$ cat src/aprc_defs.svh
// Constants for the converter readout control block
`ifndef APRC_DEFS_SVH
`define APRC_DEFS_SVH
`define APRC_CLK_NS        100
`define APRC_CONV_PULSE_NS 40
`define APRC_CONV_PULSE_CYC ((`APRC_CONV_PULSE_NS + `APRC_CLK_NS - 1) / `APRC_CLK_NS)
`define APRC_BUSY_MAX_NS   2000
`define APRC_BUSY_MAX_CYC  (`APRC_BUSY_MAX_NS / `APRC_CLK_NS)
`define APRC_SETUP_NS      35
`define APRC_SETUP_CYC     ((`APRC_SETUP_NS + `APRC_CLK_NS - 1) / `APRC_CLK_NS)
`define APRC_HOLD_NS       1500
`define APRC_HOLD_CYC      ((`APRC_HOLD_NS + `APRC_CLK_NS - 1) / `APRC_CLK_NS)
`define APRC_CODE_POS_FS   16'h7fff
`define APRC_CODE_MID      16'h0000
`define APRC_CODE_NEG_FS   16'h8000
`define APRC_RESULT_RST    16'h0000
`define APRC_FIFO_DEPTH    16
`define APRC_FIFO_AW       4
`endif

$ cat src/aprc_pkg.sv
// Types for the converter readout control block
package aprc_pkg;
  typedef logic [15:0] aprc_word_t;
  typedef enum logic [1:0] {
    APRC_IDLE = 2'b00,
    APRC_CONV = 2'b01,
    APRC_LOAD = 2'b11,
    APRC_DONE = 2'b10
  } aprc_state_t;
endpackage

$ cat src/aprc_fifo.sv
// Parameterised flip-flop FIFO
`timescale 1ns/1ps
`default_nettype none
module aprc_fifo
#(
  parameter int WIDTH = 16,
  parameter int DEPTH = 16,
  parameter int AW    = 4
)
(
  input  wire logic             clk_sys,
  input  wire logic             nrst,
  input  wire logic             inValid,
  output logic                  inReady,
  input  wire logic [WIDTH-1:0] inData,
  output logic                  outValid,
  input  wire logic             outReady,
  output logic      [WIDTH-1:0] outData
);
  logic [WIDTH-1:0] mem_reg [DEPTH];
  logic [AW-1:0]    wrPtr_reg;
  logic [AW-1:0]    rdPtr_reg;
  logic [AW:0]      count_reg;
  logic             doWr;
  logic             doRd;

  assign inReady  = (count_reg != DEPTH[AW:0]);
  assign outValid = (count_reg != '0);
  assign outData  = mem_reg[rdPtr_reg];
  assign doWr     = inValid && inReady;
  assign doRd     = outValid && outReady;

  always_ff @(posedge clk_sys)
  begin
    if (doWr)
      mem_reg[wrPtr_reg] <= inData;
  end

  always_ff @(posedge clk_sys or negedge nrst)
  begin
    if (!nrst)
    begin
      wrPtr_reg <= '0;
      rdPtr_reg <= '0;
      count_reg <= '0;
    end
    else
    begin
      if (doWr)
        wrPtr_reg <= wrPtr_reg + 1'b1;
      if (doRd)
        rdPtr_reg <= rdPtr_reg + 1'b1;
      if (doWr && !doRd)
        count_reg <= count_reg + 1'b1;
      else if (doRd && !doWr)
        count_reg <= count_reg - 1'b1;
    end
  end
endmodule
`default_nettype wire

$ cat src/aprc_top.sv
// Conversion control and parallel result readout
`timescale 1ns/1ps
`default_nettype none
`include "aprc_defs.svh"
module aprc_top
(
  input  wire logic              clk_sys,
  input  wire logic              nrst,
  input  wire logic              selectN,
  input  wire logic              readConvert,
  input  wire logic              byteSel,
  input  wire aprc_pkg::aprc_word_t sampleData,
  input  wire logic              sampleValid,
  output logic                   sampleReady,
  output logic                   busyN,
  output aprc_pkg::aprc_word_t   resultBusOut,
  output logic                   resultBusOe
);
  import aprc_pkg::*;

  localparam logic [4:0] PULSE_CYC = 5'(`APRC_CONV_PULSE_CYC);
  localparam logic [4:0] BUSY_CYC  = 5'(`APRC_BUSY_MAX_CYC);
  localparam logic [4:0] SETUP_CYC = 5'(`APRC_SETUP_CYC);

  // ==========================================================
  // Input buffer of converted samples
  aprc_word_t  fifoData;
  logic        fifoValid;
  logic        fifoPop;

  aprc_fifo #(
    .WIDTH (16),
    .DEPTH (`APRC_FIFO_DEPTH),
    .AW    (`APRC_FIFO_AW)
  ) u_fifo (
    .clk_sys  (clk_sys),
    .nrst     (nrst),
    .inValid  (sampleValid),
    .inReady  (sampleReady),
    .inData   (sampleData),
    .outValid (fifoValid),
    .outReady (fifoPop),
    .outData  (fifoData)
  );

  // ==========================================================
  // Start and abort detection
  aprc_state_t state_reg;
  logic [4:0]  lowCnt_reg;
  logic [4:0]  convCnt_reg;
  logic        startLvl;
  logic        startHit;
  logic        abortHit;
  logic        armed_reg;

  assign startLvl = !selectN && !readConvert;
  assign startHit = armed_reg && startLvl
                    && (state_reg == APRC_IDLE)
                    && ({1'b0, lowCnt_reg} + 6'd1 >= {1'b0, PULSE_CYC});
  assign abortHit = (state_reg == APRC_CONV) && !readConvert
                    && ({1'b0, lowCnt_reg} + 6'd1 >= {1'b0, PULSE_CYC});

  always_ff @(posedge clk_sys or negedge nrst)
  begin
    if (!nrst)
      lowCnt_reg <= '0;
    else if (state_reg == APRC_CONV ? readConvert : !startLvl)
      lowCnt_reg <= '0;
    else if (lowCnt_reg != 5'h1f)
      lowCnt_reg <= lowCnt_reg + 5'd1;
  end

  // Re-armed only once the start combination has been released
  always_ff @(posedge clk_sys or negedge nrst)
  begin
    if (!nrst)
      armed_reg <= 1'b0;
    else if (!startLvl)
      armed_reg <= 1'b1;
    else if (startHit || state_reg != APRC_IDLE)
      armed_reg <= 1'b0;
  end

  // ==========================================================
  // Conversion sequencer
  always_ff @(posedge clk_sys or negedge nrst)
  begin
    if (!nrst)
    begin
      state_reg   <= APRC_IDLE;
      convCnt_reg <= '0;
    end
    else
    begin
      unique case (state_reg)
        APRC_IDLE:
        begin
          convCnt_reg <= '0;
          if (startHit)
            state_reg <= APRC_CONV;
        end
        APRC_CONV:
        begin
          convCnt_reg <= convCnt_reg + 5'd1;
          if (abortHit)
            state_reg <= APRC_IDLE;
          else if (convCnt_reg + 5'd1 >= BUSY_CYC - SETUP_CYC - 5'd2)
            state_reg <= APRC_LOAD;
        end
        APRC_LOAD:
        begin
          convCnt_reg <= '0;
          state_reg   <= APRC_DONE;
        end
        APRC_DONE:
        begin
          // Bus register settles one full cycle before busy rises
          convCnt_reg <= convCnt_reg + 5'd1;
          if (convCnt_reg >= SETUP_CYC)
            state_reg <= APRC_IDLE;
        end
      endcase
    end
  end

  assign busyN   = (state_reg == APRC_IDLE);
  assign fifoPop = (state_reg == APRC_LOAD);

  // ==========================================================
  // Output register of results
  aprc_word_t result_reg;

  always_ff @(posedge clk_sys or negedge nrst)
  begin
    if (!nrst)
      result_reg <= `APRC_RESULT_RST;
    else if (state_reg == APRC_LOAD)
      result_reg <= fifoValid ? fifoData : `APRC_CODE_MID;
  end

  // ==========================================================
  // Result bus drivers
  always_ff @(posedge clk_sys or negedge nrst)
  begin
    if (!nrst)
      resultBusOut <= '0;
    else if (byteSel)
      resultBusOut <= {result_reg[7:0], result_reg[15:8]};
    else
      resultBusOut <= result_reg;
  end

  assign resultBusOe = readConvert && !selectN;

  // ==========================================================
  // Checks
  property p_busy_bounded;
    @(posedge clk_sys) disable iff (!nrst)
    $fell(busyN) |-> ##[1:20] busyN;
  endproperty
  a_busy_bounded: assert property (p_busy_bounded)
    else $error("busy low too long");

  property p_oe_follow;
    @(posedge clk_sys) disable iff (!nrst)
    resultBusOe == (readConvert && !selectN);
  endproperty
  a_oe_follow: assert property (p_oe_follow)
    else $error("bus enable wrong");

  property p_hold_old;
    @(posedge clk_sys) disable iff (!nrst)
    (state_reg == APRC_CONV) |=> $stable(result_reg);
  endproperty
  a_hold_old: assert property (p_hold_old)
    else $error("result changed mid conversion");

  property p_load_first;
    @(posedge clk_sys) disable iff (!nrst)
    $rose(busyN) && ($past(state_reg) != APRC_CONV)
      |-> $past(state_reg, 3) == APRC_LOAD;
  endproperty
  a_load_first: assert property (p_load_first)
    else $error("busy rose without load");

  property p_data_setup;
    @(posedge clk_sys) disable iff (!nrst)
    $rose(busyN) && ($past(state_reg) == APRC_DONE)
      && ($past(byteSel, 2) == $past(byteSel)) |-> $stable(resultBusOut);
  endproperty
  a_data_setup: assert property (p_data_setup)
    else $error("result bus changed as busy rose");

  property p_abort_release;
    @(posedge clk_sys) disable iff (!nrst)
    (state_reg == APRC_CONV) && !readConvert |=> busyN;
  endproperty
  a_abort_release: assert property (p_abort_release)
    else $error("abort did not release busy");

  property p_start_busy;
    @(posedge clk_sys) disable iff (!nrst)
    busyN && !selectN && !readConvert && armed_reg |=> !busyN;
  endproperty
  a_start_busy: assert property (p_start_busy)
    else $error("start did not raise busy");
endmodule
`default_nettype wire

$ cat config.mk
export PLATFORM = sky130hd
export DESIGN_NAME = aprc_top
export DESIGN_NICKNAME = d
export VERILOG_FILES = /design/src/aprc_pkg.sv /design/src/aprc_fifo.sv /design/src/aprc_top.sv
export VERILOG_INCLUDE_DIRS = /design/src /design/src/src
export SDC_FILE = /design/constraint.sdc
export NUM_CORES = 1
export LEC_CHECK = 0
export ABC_AREA = 1
export BUFFER_PORTS_ARGS = -buffer_cell sky130_fd_sc_hd__buf_2
export CORE_MARGIN = 1.5
export CORE_UTILIZATION = 34
export DETAILED_ROUTE_END_ITERATION = 8
export HOLD_SLACK_MARGIN = 0.05
export PLACE_DENSITY = 0.57
export SKIP_LAST_GASP = 1
export SYNTH_ARGS = -nofsm -noshare
export SYNTH_HDL_FRONTEND = slang
export SYNTH_SLANG_ARGS = --single-unit
$ cat constraint.sdc
create_clock -name clk_sys -period 2.1 [get_ports clk_sys]
set_input_delay 0.21 -clock clk_sys [delete_from_list [all_inputs] [get_ports clk_sys]]
set_output_delay 0.21 -clock clk_sys [all_outputs]
set_load 0.02 [all_outputs]
[After elaboration in Yosys (flattened, before gate mapping)]
Memories as Yosys holds them, arrays and structs flattened.
Cells that the tools add are included.
Storage, ports and cells
  memory bits (writable): 256
  register bits after elaboration: 58
  input bits: 22
  memories: 1
  output and inout bits: 19
Cells by class
  $lt $le $gt $ge: 3
  muxes and demuxes: 17
  eq/ne operators: 9
  add/subtract/negate cells: 7
  reduce and logical (&&, ||, !) cells: 25
Memory list
  u_fifo.mem_reg: depth 16, width 16, rd ports 1, clocked after memory_dff 0, write ports 1, RTL line aprc_fifo.sv:20  | logic [WIDTH-1:0] mem_reg [DEPTH];
Operator list (number)
  2-to-1 mux 16 bit: 2
  2-to-1 mux 5 bit: 4
  adder 5 x 1 -> 5 bit (second input constant): 3
  logical AND 1 bit: 11
  inequality test 5 bit (second input constant): 2
  case mux 5 bit (2 select lines): 1
  adder 4 x 1 -> 4 bit (second input constant): 2
  2-to-1 mux 2 bit: 4
  case mux 2 bit (4 select lines): 1
  adder 5 x 1 -> 6 bit (second input constant): 1
  >= comparator 6 x 1 -> 1 bit (second input constant): 1
  nonzero test 2 bit: 3
  >= comparator 5 x 1 -> 1 bit (second input constant): 1
  >= comparator 5 bit (second input constant): 1
  logical NOT 1 bit: 5
  2-to-1 mux 1 bit: 5
  nonzero test 5 bit: 1
  subtractor 5 x 1 -> 5 bit (second input constant): 1
  == test 2 bit (second input constant): 2
  inequality test 2 x 1 -> 1 bit (second input constant): 2
  OR reduction 2 bit: 2
  inequality test 3 x 2 -> 1 bit (second input constant): 1
  AND reduction 3 bit: 1
  == test 2 x 1 -> 1 bit (second input constant): 1
  other kinds (3): 3

[Longest topological paths before layout]
Gate-level depths: netlist of run 1.
  depth in word-level cells: 8
  gate-level depth with buffers: 14
  mapped depth without buffers: 14

[Hierarchy]
A second synthesis of run 1 with hierarchy kept.
Second synthesis, totals
  cell total of the unflattened synthesis: 1361
  area total of the unflattened synthesis: 13754.4 um2
Modules (own cells, without submodules)
  aprc_fifo: instances 1, area each 11631.2 um2, cells each 1117, seq. area each 8012.7 um2
  aprc_top: instances 1, area each 2123.3 um2, cells each 244, seq. area each 1126.1 um2

[Worst setup path before layout of run 1]
Ideal clock, no wire load.
  path type: flip-flop to flip-flop
  start point: register u_fifo.count_reg[1]
  end point: register u_fifo.count_reg[4]
  required time: 1.974 ns
  library setup time: 0.126 ns
  clock period less this slack: 2.301 ns
  slack: -0.201 ns
  arrival: 2.175 ns
  stages on the path, launching flop included: 14
  path through: dfrtp_1 > nor4_2 > nand2_1 > nand2_1 > inv_2 > ha_1 > fa_1 > inv_1 > nand2_1 > nand2_1 > a21oi_1 > xor2_1 > nand2_1 > o21ai_0
On the way
  word-level cells in the longest chain between the ends: 5
  elaborated cells on any way between the ends: 13
  classes of those cells: add/sub: 2; eq/ne: 1; mux: 2; reduce/logical: 8
Ends and longest elaborated chain
  start, declared: RTL line aprc_fifo.sv:23  | logic [AW:0] count_reg;
  start signal, assigned: RTL line aprc_fifo.sv:54  | count_reg <= count_reg + 1'b1;
  start signal, assigned: RTL line aprc_fifo.sv:56  | count_reg <= count_reg - 1'b1;
  inequality test 5 bit (*): RTL line aprc_fifo.sv:27  | assign inReady = (count_reg != DEPTH[AW:0]);
  via sampleReady: RTL line aprc_top.sv:14  | output logic sampleReady,
  logical AND 1 bit (*): RTL line aprc_fifo.sv:30  | assign doWr = inValid && inReady;
  via u_fifo.doWr: RTL line aprc_fifo.sv:24  | logic doWr;
  logical NOT 1 bit: RTL line aprc_fifo.sv:55  | else if (doRd && !doWr)
  logical AND 1 bit: RTL line aprc_fifo.sv:55
  nonzero test 2 bit (no line)
The timed path passes the listed nets; every way through them passes the cells marked *. The select of a mux whose other input is x is not followed.
A chain may end at the register's enable or synchronous reset.

[Worst setup path in the final report of run 1]
  start point: register u_fifo.count_reg[2]
  end point: register u_fifo.count_reg[3]
On the way
  word-level cells in the longest chain between the ends: 5
  elaborated cells on any way between the ends: 13
  classes of those cells: add/sub: 2; eq/ne: 1; mux: 2; reduce/logical: 8
Ends and longest elaborated chain (RTL line)
  inequality test 5 bit (*): aprc_fifo.sv:27
  logical AND 1 bit (*): aprc_fifo.sv:30
  via u_fifo.doWr: aprc_fifo.sv:24
  logical NOT 1 bit: aprc_fifo.sv:55
  logical AND 1 bit: aprc_fifo.sv:55
  nonzero test 2 bit (no line)
Marks and branches as above.

==> run summary, run 1 <==
run status: finished with violations
violated checks: negative setup slack
area share of the largest cell type after synthesis: 58.0%
Post-Syn Area: 13,300 um2
CTS tree: yes
Non-Filler Instances: 1,782
critical path's top delay family: simple AND/OR/NAND/NOR gates
drt pass-1 iters: 5
RSZ-0062 raised after global routing: true
slowest cell on the critical path: dfrtp_1
first-pass GRT wire length: 51.4 mm
Synth area leader: edfxtp_1
adder-cell share of the synthesized area: 2.04%
DR WL/cell: 18.6 um
Final Wtd Congestion: 0.826
RR Startpoint: u_fifo.count_reg[2]
switch share: 36.0%
clk_skew: 0.0223 ns
Hold Path Class: in -> reg
Critical Path Fanout Max: 8
Post-Route WL: 33.1 mm
H-tree lvl count: 2
post-synthesis sequential area ratio: 69.0%
Setup CP Type: reg -> reg
# IOs: 41
slack of the critical path: -0.0409 ns
min Tclk post-route: 2.14 ns
cell depth of the worst hold path: 4
Antenna Nets Post-Route: 0
vias per inst: 4.85
initial antenna violation count: 3
TritonCTS buffer count: 35
largest family of logic cells by synthesized area: simple AND/OR/NAND/NOR gates
Compound-Gate Fraction of Synth Area: 7.67%
Post-synth ARST share: 18.5%
Psw: 7640 uW
Pwr Total: 21,300 uW
setup TNS: -0.104 ns
Fin. Hold Viols: 0
FP Rows: 72
number of synthesized flops with an enable pin: 256
post-synthesis mux area share: 0%
endpoints failing setup: 3
Seq cells post-synth: 314
vias in the first global route: 8,600
Worst Path Required: 2.55 ns
width of the die: 200 um
crit-path max cell delay: 0.40 ns
share of cells above drive strength 1: 18.1%
R2R Path End: u_fifo.count_reg[3]
Hold Path End: lowCnt_reg[2]
r2r setup slk: -0.04 ns
die height: 200 um
Die Area: 40,200 um2
CP Launch Type: flop
Synth Net Count: 1,194
pwr dens: 1350 nW/um2
Initial Util: 34.4%
Clock power frac: 28.3%
Worst Setup End Kind: flop
Via Count: 8,648
worst skew pair latency: 0.53 ns
gr ovfl total: 0
Tcrit/Tclk final: 102%
root buffer cell: clkbuf_16
FMAX: 467 MHz
dpl hpwl: 20.1 mm
xor-xnor portion of the synthesized cell area: 0.529%
Cells after Synth: 1,151
CP bufs+invs: 3
clock-pin slew on the worst setup and hold paths: 0.06 ns
largest net degree at the start of global routing: 53
crit path cell chain: nor4_4, nand2_2, nand2_4, inv_6, ha_4, inv_4, ha_4, nand2_2, inv_2, o21ai_4, nand3_2, nand2_1, o22a_1
number of flip-flops under the largest register name: 256
Arr. time, crit path: 2.59 ns
Main synth FF type: edfxtp_1
Clock Tree Buf Depth: 3
Seq pwr share: 37.9%
Avg Cell Area, Syn: 11.5 um2
Min Hold Slack: 0.0636 ns
Max-Cap Viols: 0
Synth area leaders: edfxtp_1 58%, dfrtp_1 11%, nor2_1 7.2%
simple-gate share of the synthesized area: 16.1%
Lkg Pwr: 0.00588 uW
Slew @ Worst Pin: 0.685 ns
internal power: 13,600 uW
1st-iter DRT viols: 577
Port Buffers: 40
Combinational Power Share: 33.8%
Yosys warnings: 0
dpl cells: 1,706
Final Max Tran Viols: 0
Netlist cell types: 33
Sink Count: 314
worst vdd ir: 0.551 mV
Core ar.: 38,600 um2
min-delay src: readConvert
Worst Reg-to-Reg Cells: 13
normalized max-slew margin: 54.3%
DR DRC count: 0
Layout Nets: 1,278
Tot GR Track Use: 16.6%
Area growth, synth to finish: 18.6%
## cell families (layout without fill, tap and decap cells)
logic type | count (synthesis) | after routing
AND/OR/NAND/NOR | 518 | 518
flip-flops | 314 | 314
AO/OA/AOI/OAI | 178 | 178
buffers and inverters | 112 | 223
adder cells (fa/ha/maj) | 21 | 21
XOR/XNOR | 8 | 8
other | 0 | 2
## stage by stage
step / area (um2) / util (%) / setup WS, ns
detailed placement: 14400 / 37.3 / -0.130
CTS: 15600 / 40.5 / -0.0396
global route: 15700 / 40.7 / -0.160
floorplan: 13300 / - / -0.0346
finish: 15700 / 40.7 / -0.0409
global placement: 14400 / 37.3 / -0.0787
## cells in the final DEF (no fill, tap or decap), types with 39 or more instances in the layout
cell / n
dfrtp_1: 56
o21ai_0: 81
buf_4: 46
o21ai_1: 59
nor2_1: 238
nand2_1: 141
edfxtp_1: 256
inv_1: 46
buf_2: 39
nand3_1: 87
## synthesized netlist by cell type (2+ instances only)
cell        n
edfxtp_1  256
nor2_1    255
nand2_1   146
nand3_1    88
o21ai_0    84
dfrtp_1    58
o21ai_1    57
inv_1      49
buf_2      22
nor2_2     21
buf_6      20
ha_1       20
a21oi_1    13
o211ai_2   13
clkbuf_1   10
xor2_1      7
nand4_1     6
o211ai_1    5
clkbuf_2    3
a31oi_1     2
buf_4       2
clkinv_1    2
inv_2       2
## worst max-delay path by stage
stage | from | depth (start not counted) | endpoint
2_1_floorplan | u_fifo.count_reg[2] | 13 | u_fifo.count_reg[4]
3_3_place_gp | u_fifo.count_reg[2] | 13 | u_fifo.count_reg[4]
3_5_place_dp | u_fifo.count_reg[2] | 13 | u_fifo.count_reg[4]
4_1_cts | u_fifo.count_reg[1] | 13 | u_fifo.count_reg[4]
5_1_grt | u_fifo.count_reg[2] | 13 | u_fifo.count_reg[3]
6_report | u_fifo.count_reg[2] | 13 | u_fifo.count_reg[3]
## worst reg2reg max path: stages (launching register included)
cell	delay (ns)
dfrtp_1	0.40
nor4_4	0.34
nand2_2	0.13
nand2_4	0.11
inv_6	0.05
ha_4	0.17
inv_4	0.08
ha_4	0.20
nand2_2	0.07
inv_2	0.05
o21ai_4	0.19
nand3_2	0.10
nand2_1	0.07
o22a_1	0.12
## power by group through the flow
stage / clock network (uW) / registers [uW] / logic, uW
after global placement: 0 / 8140 / 6860
after floorplan: 0 / 8190 / 4540
final: 6010 / 8050 / 7190
after detailed placement: 0 / 8160 / 6910
after CTS: 6140 / 8060 / 7070
after global routing: 6380 / 8140 / 8010
## layer usage
layer | share of wire, % | vias up | track usage (%)
li1 | - | 4147 | -
met1 | 45 | 4227 | 23.0
met2 | 47 | 226 | 27.2
met3 | 5.3 | 48 | 2.55
met4 | 2.1 | 0 | 4.91
met5 | 0 | - | 0
## cell type report
| class | count | area (um2) |
|---|---|---|
| inverters | 54 | 215 |
| fillers | 3693 | 22800 |
| diodes | 2 | 5.00 |
| multi-input cells | 725 | 3660 |
| flip-flops and latches | 314 | 9140 |
| well taps | 518 | 648 |
| clock inverters | 15 | 139 |
| repair buffers | 105 | 911 |
| clock buffers | 49 | 991 |
## repair_timing
action                                 4_1_cts  5_1_grt
setup endpoints to repair                    2       80
buffers inserted                             5        2
gates cloned                                 0        0
pin swaps                                    7       10
hold buffers                                 3        0
resized for setup                           10       18
endpoints found under the hold margin       22        0
Note: power is estimated with default switching activity, not from simulation.
==> inputs of run 2 (changes only) <==
- CELL_PAD_IN_SITES_DETAIL_PLACEMENT: unset -> 2
- CELL_PAD_IN_SITES_GLOBAL_PLACEMENT: unset -> 2
- PLACE_DENSITY: 0.57 -> 0.74
==> run 2 against run 1 <==
  * The flow still finishes with violations (negative setup slack)
  * Via count increased by 4.0%
  * Largest power group unchanged
  * Register-to-register slack got worse by 0.05 ns
  * Non-clock buffer count down 1
  * Clock power grew 5.0%
  * Final cell count fell by 0.11%
  * Utilization shrank 0.052 points
  * Worst setup slack worse by 0.055 ns
  * Sequential share of layout area increased by 0.074 points
  * Largest cell class unchanged
  * Sequential power about the same
  * Clock-buffer cell count shrank 7
  * Critical path depth down 7
==> run summary, run 2 (synthesis gave the netlist of run 1 again) <==
normalized max-slew margin: 28.0% (-26 points)
DR WL/cell: 21.8 um (+17%)
Area growth, synth to finish: 18.4%
Clock Tree Buf Depth: 3 (unchanged)
Tcrit/Tclk final: 105% (+2.6 points)
worst vdd ir: 0.655 mV (+19%)
gr ovfl total: 0 (unchanged)
Initial Util: 34.4% (unchanged)
Port Buffers: 40 (unchanged)
switch share: 36.8% (+0.80 points)
Combinational Power Share: 34.3% (+0.5 points)
Final Wtd Congestion: 0.758 (-8.2%)
drt pass-1 iters: 5 (unchanged)
Clock power frac: 28.9% (+0.6 points)
Post-Route WL: 38.8 mm (+17%)
Setup CP Type: reg -> reg
vias in the first global route: 10,100 (+17%)
RSZ-0062 raised after global routing: true
vias per inst: 5.05 (+4.2%)
min Tclk post-route: 2.20 ns (+0.0545 ns)
violated checks: negative setup slack
Max-Cap Viols: 0 (unchanged)
DR DRC count: 0 (unchanged)
Placed Area: 14,300 um2 (-0.50%)
Non-Filler Instances: 1,780 (-0.11%)
Worst Path Required: 2.25 ns (-0.30 ns)
number of flip-flops under the largest register name: 256 (unchanged)
setup TNS: -2.84 ns (-2.74 ns)
1st-iter DRT viols: 397 (-31%)
busiest grt layer: met2
clock-pin slew on the worst setup and hold paths: 0.06 ns (about the same)
Fin. Hold Viols: 0 (unchanged)
FMAX: 455 MHz (-2.5%)
Lkg Pwr: 0.00588 uW (about the same)
commonest cells after routing, fill and taps aside: 256 x edfxtp_1, 237 x nor2_1, 137 x nand2_1
TritonCTS buffer count: 35 (unchanged)
share of cells above drive strength 1: 18.2% (+0.17 points)
Core ar.: 38,600 um2 (unchanged)
first-pass GRT wire length: 59.8 mm (+16%)
pwr dens: 1390 nW/um2 (+3.0%)
clk_skew: 0.0230 ns (+0.000673 ns)
finished layout cell area: 15,700 um2 (-0.13%)
width of the die: 200 um (unchanged)
CTS tree: yes
Seq pwr share: 36.8% (-1.1 points)
Die Area: 40,200 um2 (unchanged)
worst skew pair latency: 0.55 ns (+0.02 ns)
initial antenna violation count: 3 (unchanged)
R2R Path End: u_fifo.mem_reg[15][6]
Slew @ Worst Pin: 1.08 ns (+0.394 ns)
Sink Count: 314 (unchanged)
min-delay src: sampleData[10]
die height: 200 um (unchanged)
run status: finished with violations
H-tree lvl count: 2 (unchanged)
r2r setup slk: -0.1 ns (-0.05 ns)
slack of the critical path: -0.0954 ns (-0.0545 ns)
cell depth of the worst hold path: 1 (-3)
Global Route met3 Usage: 2.94% (+0.39 points)
largest net degree at the start of global routing: 68 (+28%)
Arr. time, crit path: 2.34 ns (-0.25 ns)
# IOs: 41 (unchanged)
Critical Path Fanout Max: 16 (+8)
Psw: 8040 uW (+5.2%)
endpoints failing setup: 41 (+38)
Antenna Nets Post-Route: 0 (unchanged)
Worst Setup End Kind: flop
Tot GR Track Use: 19.6% (+2.9 points)
Worst Reg-to-Reg Cells: 6 (-7)
Final Max Tran Viols: 0 (unchanged)
dpl hpwl: 24.5 mm (+22%)
Hold Path End: u_fifo.mem_reg[13][10]
Min Hold Slack: 0.0682 ns (+0.00467 ns)
FP Rows: 72 (unchanged)
met1 usage: 25.0% (+1.9 points)
Layout Nets: 1,277 (-0.078%)
RR Startpoint: u_fifo.count_reg[3]
dpl cells: 1,703 (-0.18%)
Hold Path Class: in -> reg
commonest non-fill, non-tap cell in the layout: edfxtp_1
internal power: 13,800 uW (+1.6%)
root buffer cell: clkbuf_16
CP Launch Type: flop
Via Count: 8,997 (+4.0%)
met2 global-route usage: 34.3% (+7.1 points)
[run 2: cell count changes in the layout (fill, tap and decap cells not counted), moves of 3 or more]
cell       before  now
buf_12         17   13
bufinv_16       2    5
clkbuf_1       10    6
clkinv_1        5    8
nand2_1       141  137
nand2_2         4    8
nor2_2         31   35
nor2_4          7    4
[run 2: area by class of cell]
cell class / instances / area, um2
multi-input combinational: 725 / 3660
antenna: 1 / 2.50
sequential: 314 / 9140
fill: 4044 / 22900
timing repair buffer: 104 / 860
clock inverter: 22 / 245
clock buffer: 42 / 923
tap: 518 / 648
inverter: 54 / 213
[run 2: worst max-delay path by stage]
| stage | slack, ns | depth (start not counted) | end | start |
|---|---|---|---|---|
| floorplan | -0.03 | 13 | u_fifo.count_reg[4] | u_fifo.count_reg[2] |
| global placement | -0.04 | 13 | u_fifo.count_reg[4] | u_fifo.count_reg[2] |
| detailed placement | -0.17 | 13 | u_fifo.count_reg[4] | u_fifo.count_reg[2] |
| CTS | -0.15 | 6 | u_fifo.mem_reg[15][12] | u_fifo.count_reg[0] |
| global route | -0.24 | 13 | u_fifo.count_reg[4] | u_fifo.count_reg[2] |
| finish | -0.1 | 6 | u_fifo.mem_reg[15][6] | u_fifo.count_reg[3] |
[run 2: power groups by stage]
stage	clock network (uW)	registers (uW)	logic, uW
final	6310	8050	7500
after global routing	6650	8150	8320
after CTS	6460	8060	7480
after detailed placement	0	8160	7300
after global placement	0	8100	6970
after floorplan	0	8190	4540
[run 2: through the flow]
step / util, % / total power, uW / setup slack (ns)
detailed placement: 37.1 / 15500 / -0.170
global route: 40.7 / 23100 / -0.235
global placement: 37.1 / 15100 / -0.0421
floorplan: - / 12700 / -0.0346
CTS: 40.4 / 22000 / -0.150
finish: 40.7 / 21900 / -0.0954
[run 2: layer usage]
metal | vias to the layer above | share of wire [%]
met5 | - | 0.049
met4 | 2 | 2.5
met2 | 147 | 50
met3 | 69 | 3.5
li1 | 4130 | -
met1 | 4649 | 44
[run 2: worst max-delay path, stage by stage, from the launching register on]
cell and delay, ns:
dfrtp_1 0.40, nor4_4 0.07, nand2_2 0.12, nand2_4 0.07
inv_4 0.07, nand2_1 0.20, nor2_2 0.88
[run 2: timing repair]
item	4_1_cts	5_1_grt
cloned	0	0
pin swaps	3	19
buffers inserted	2	5
hold endpoints to repair	33	0
setup endpoints to repair	98	37
resized for setup	8	18
hold buffers	5	0
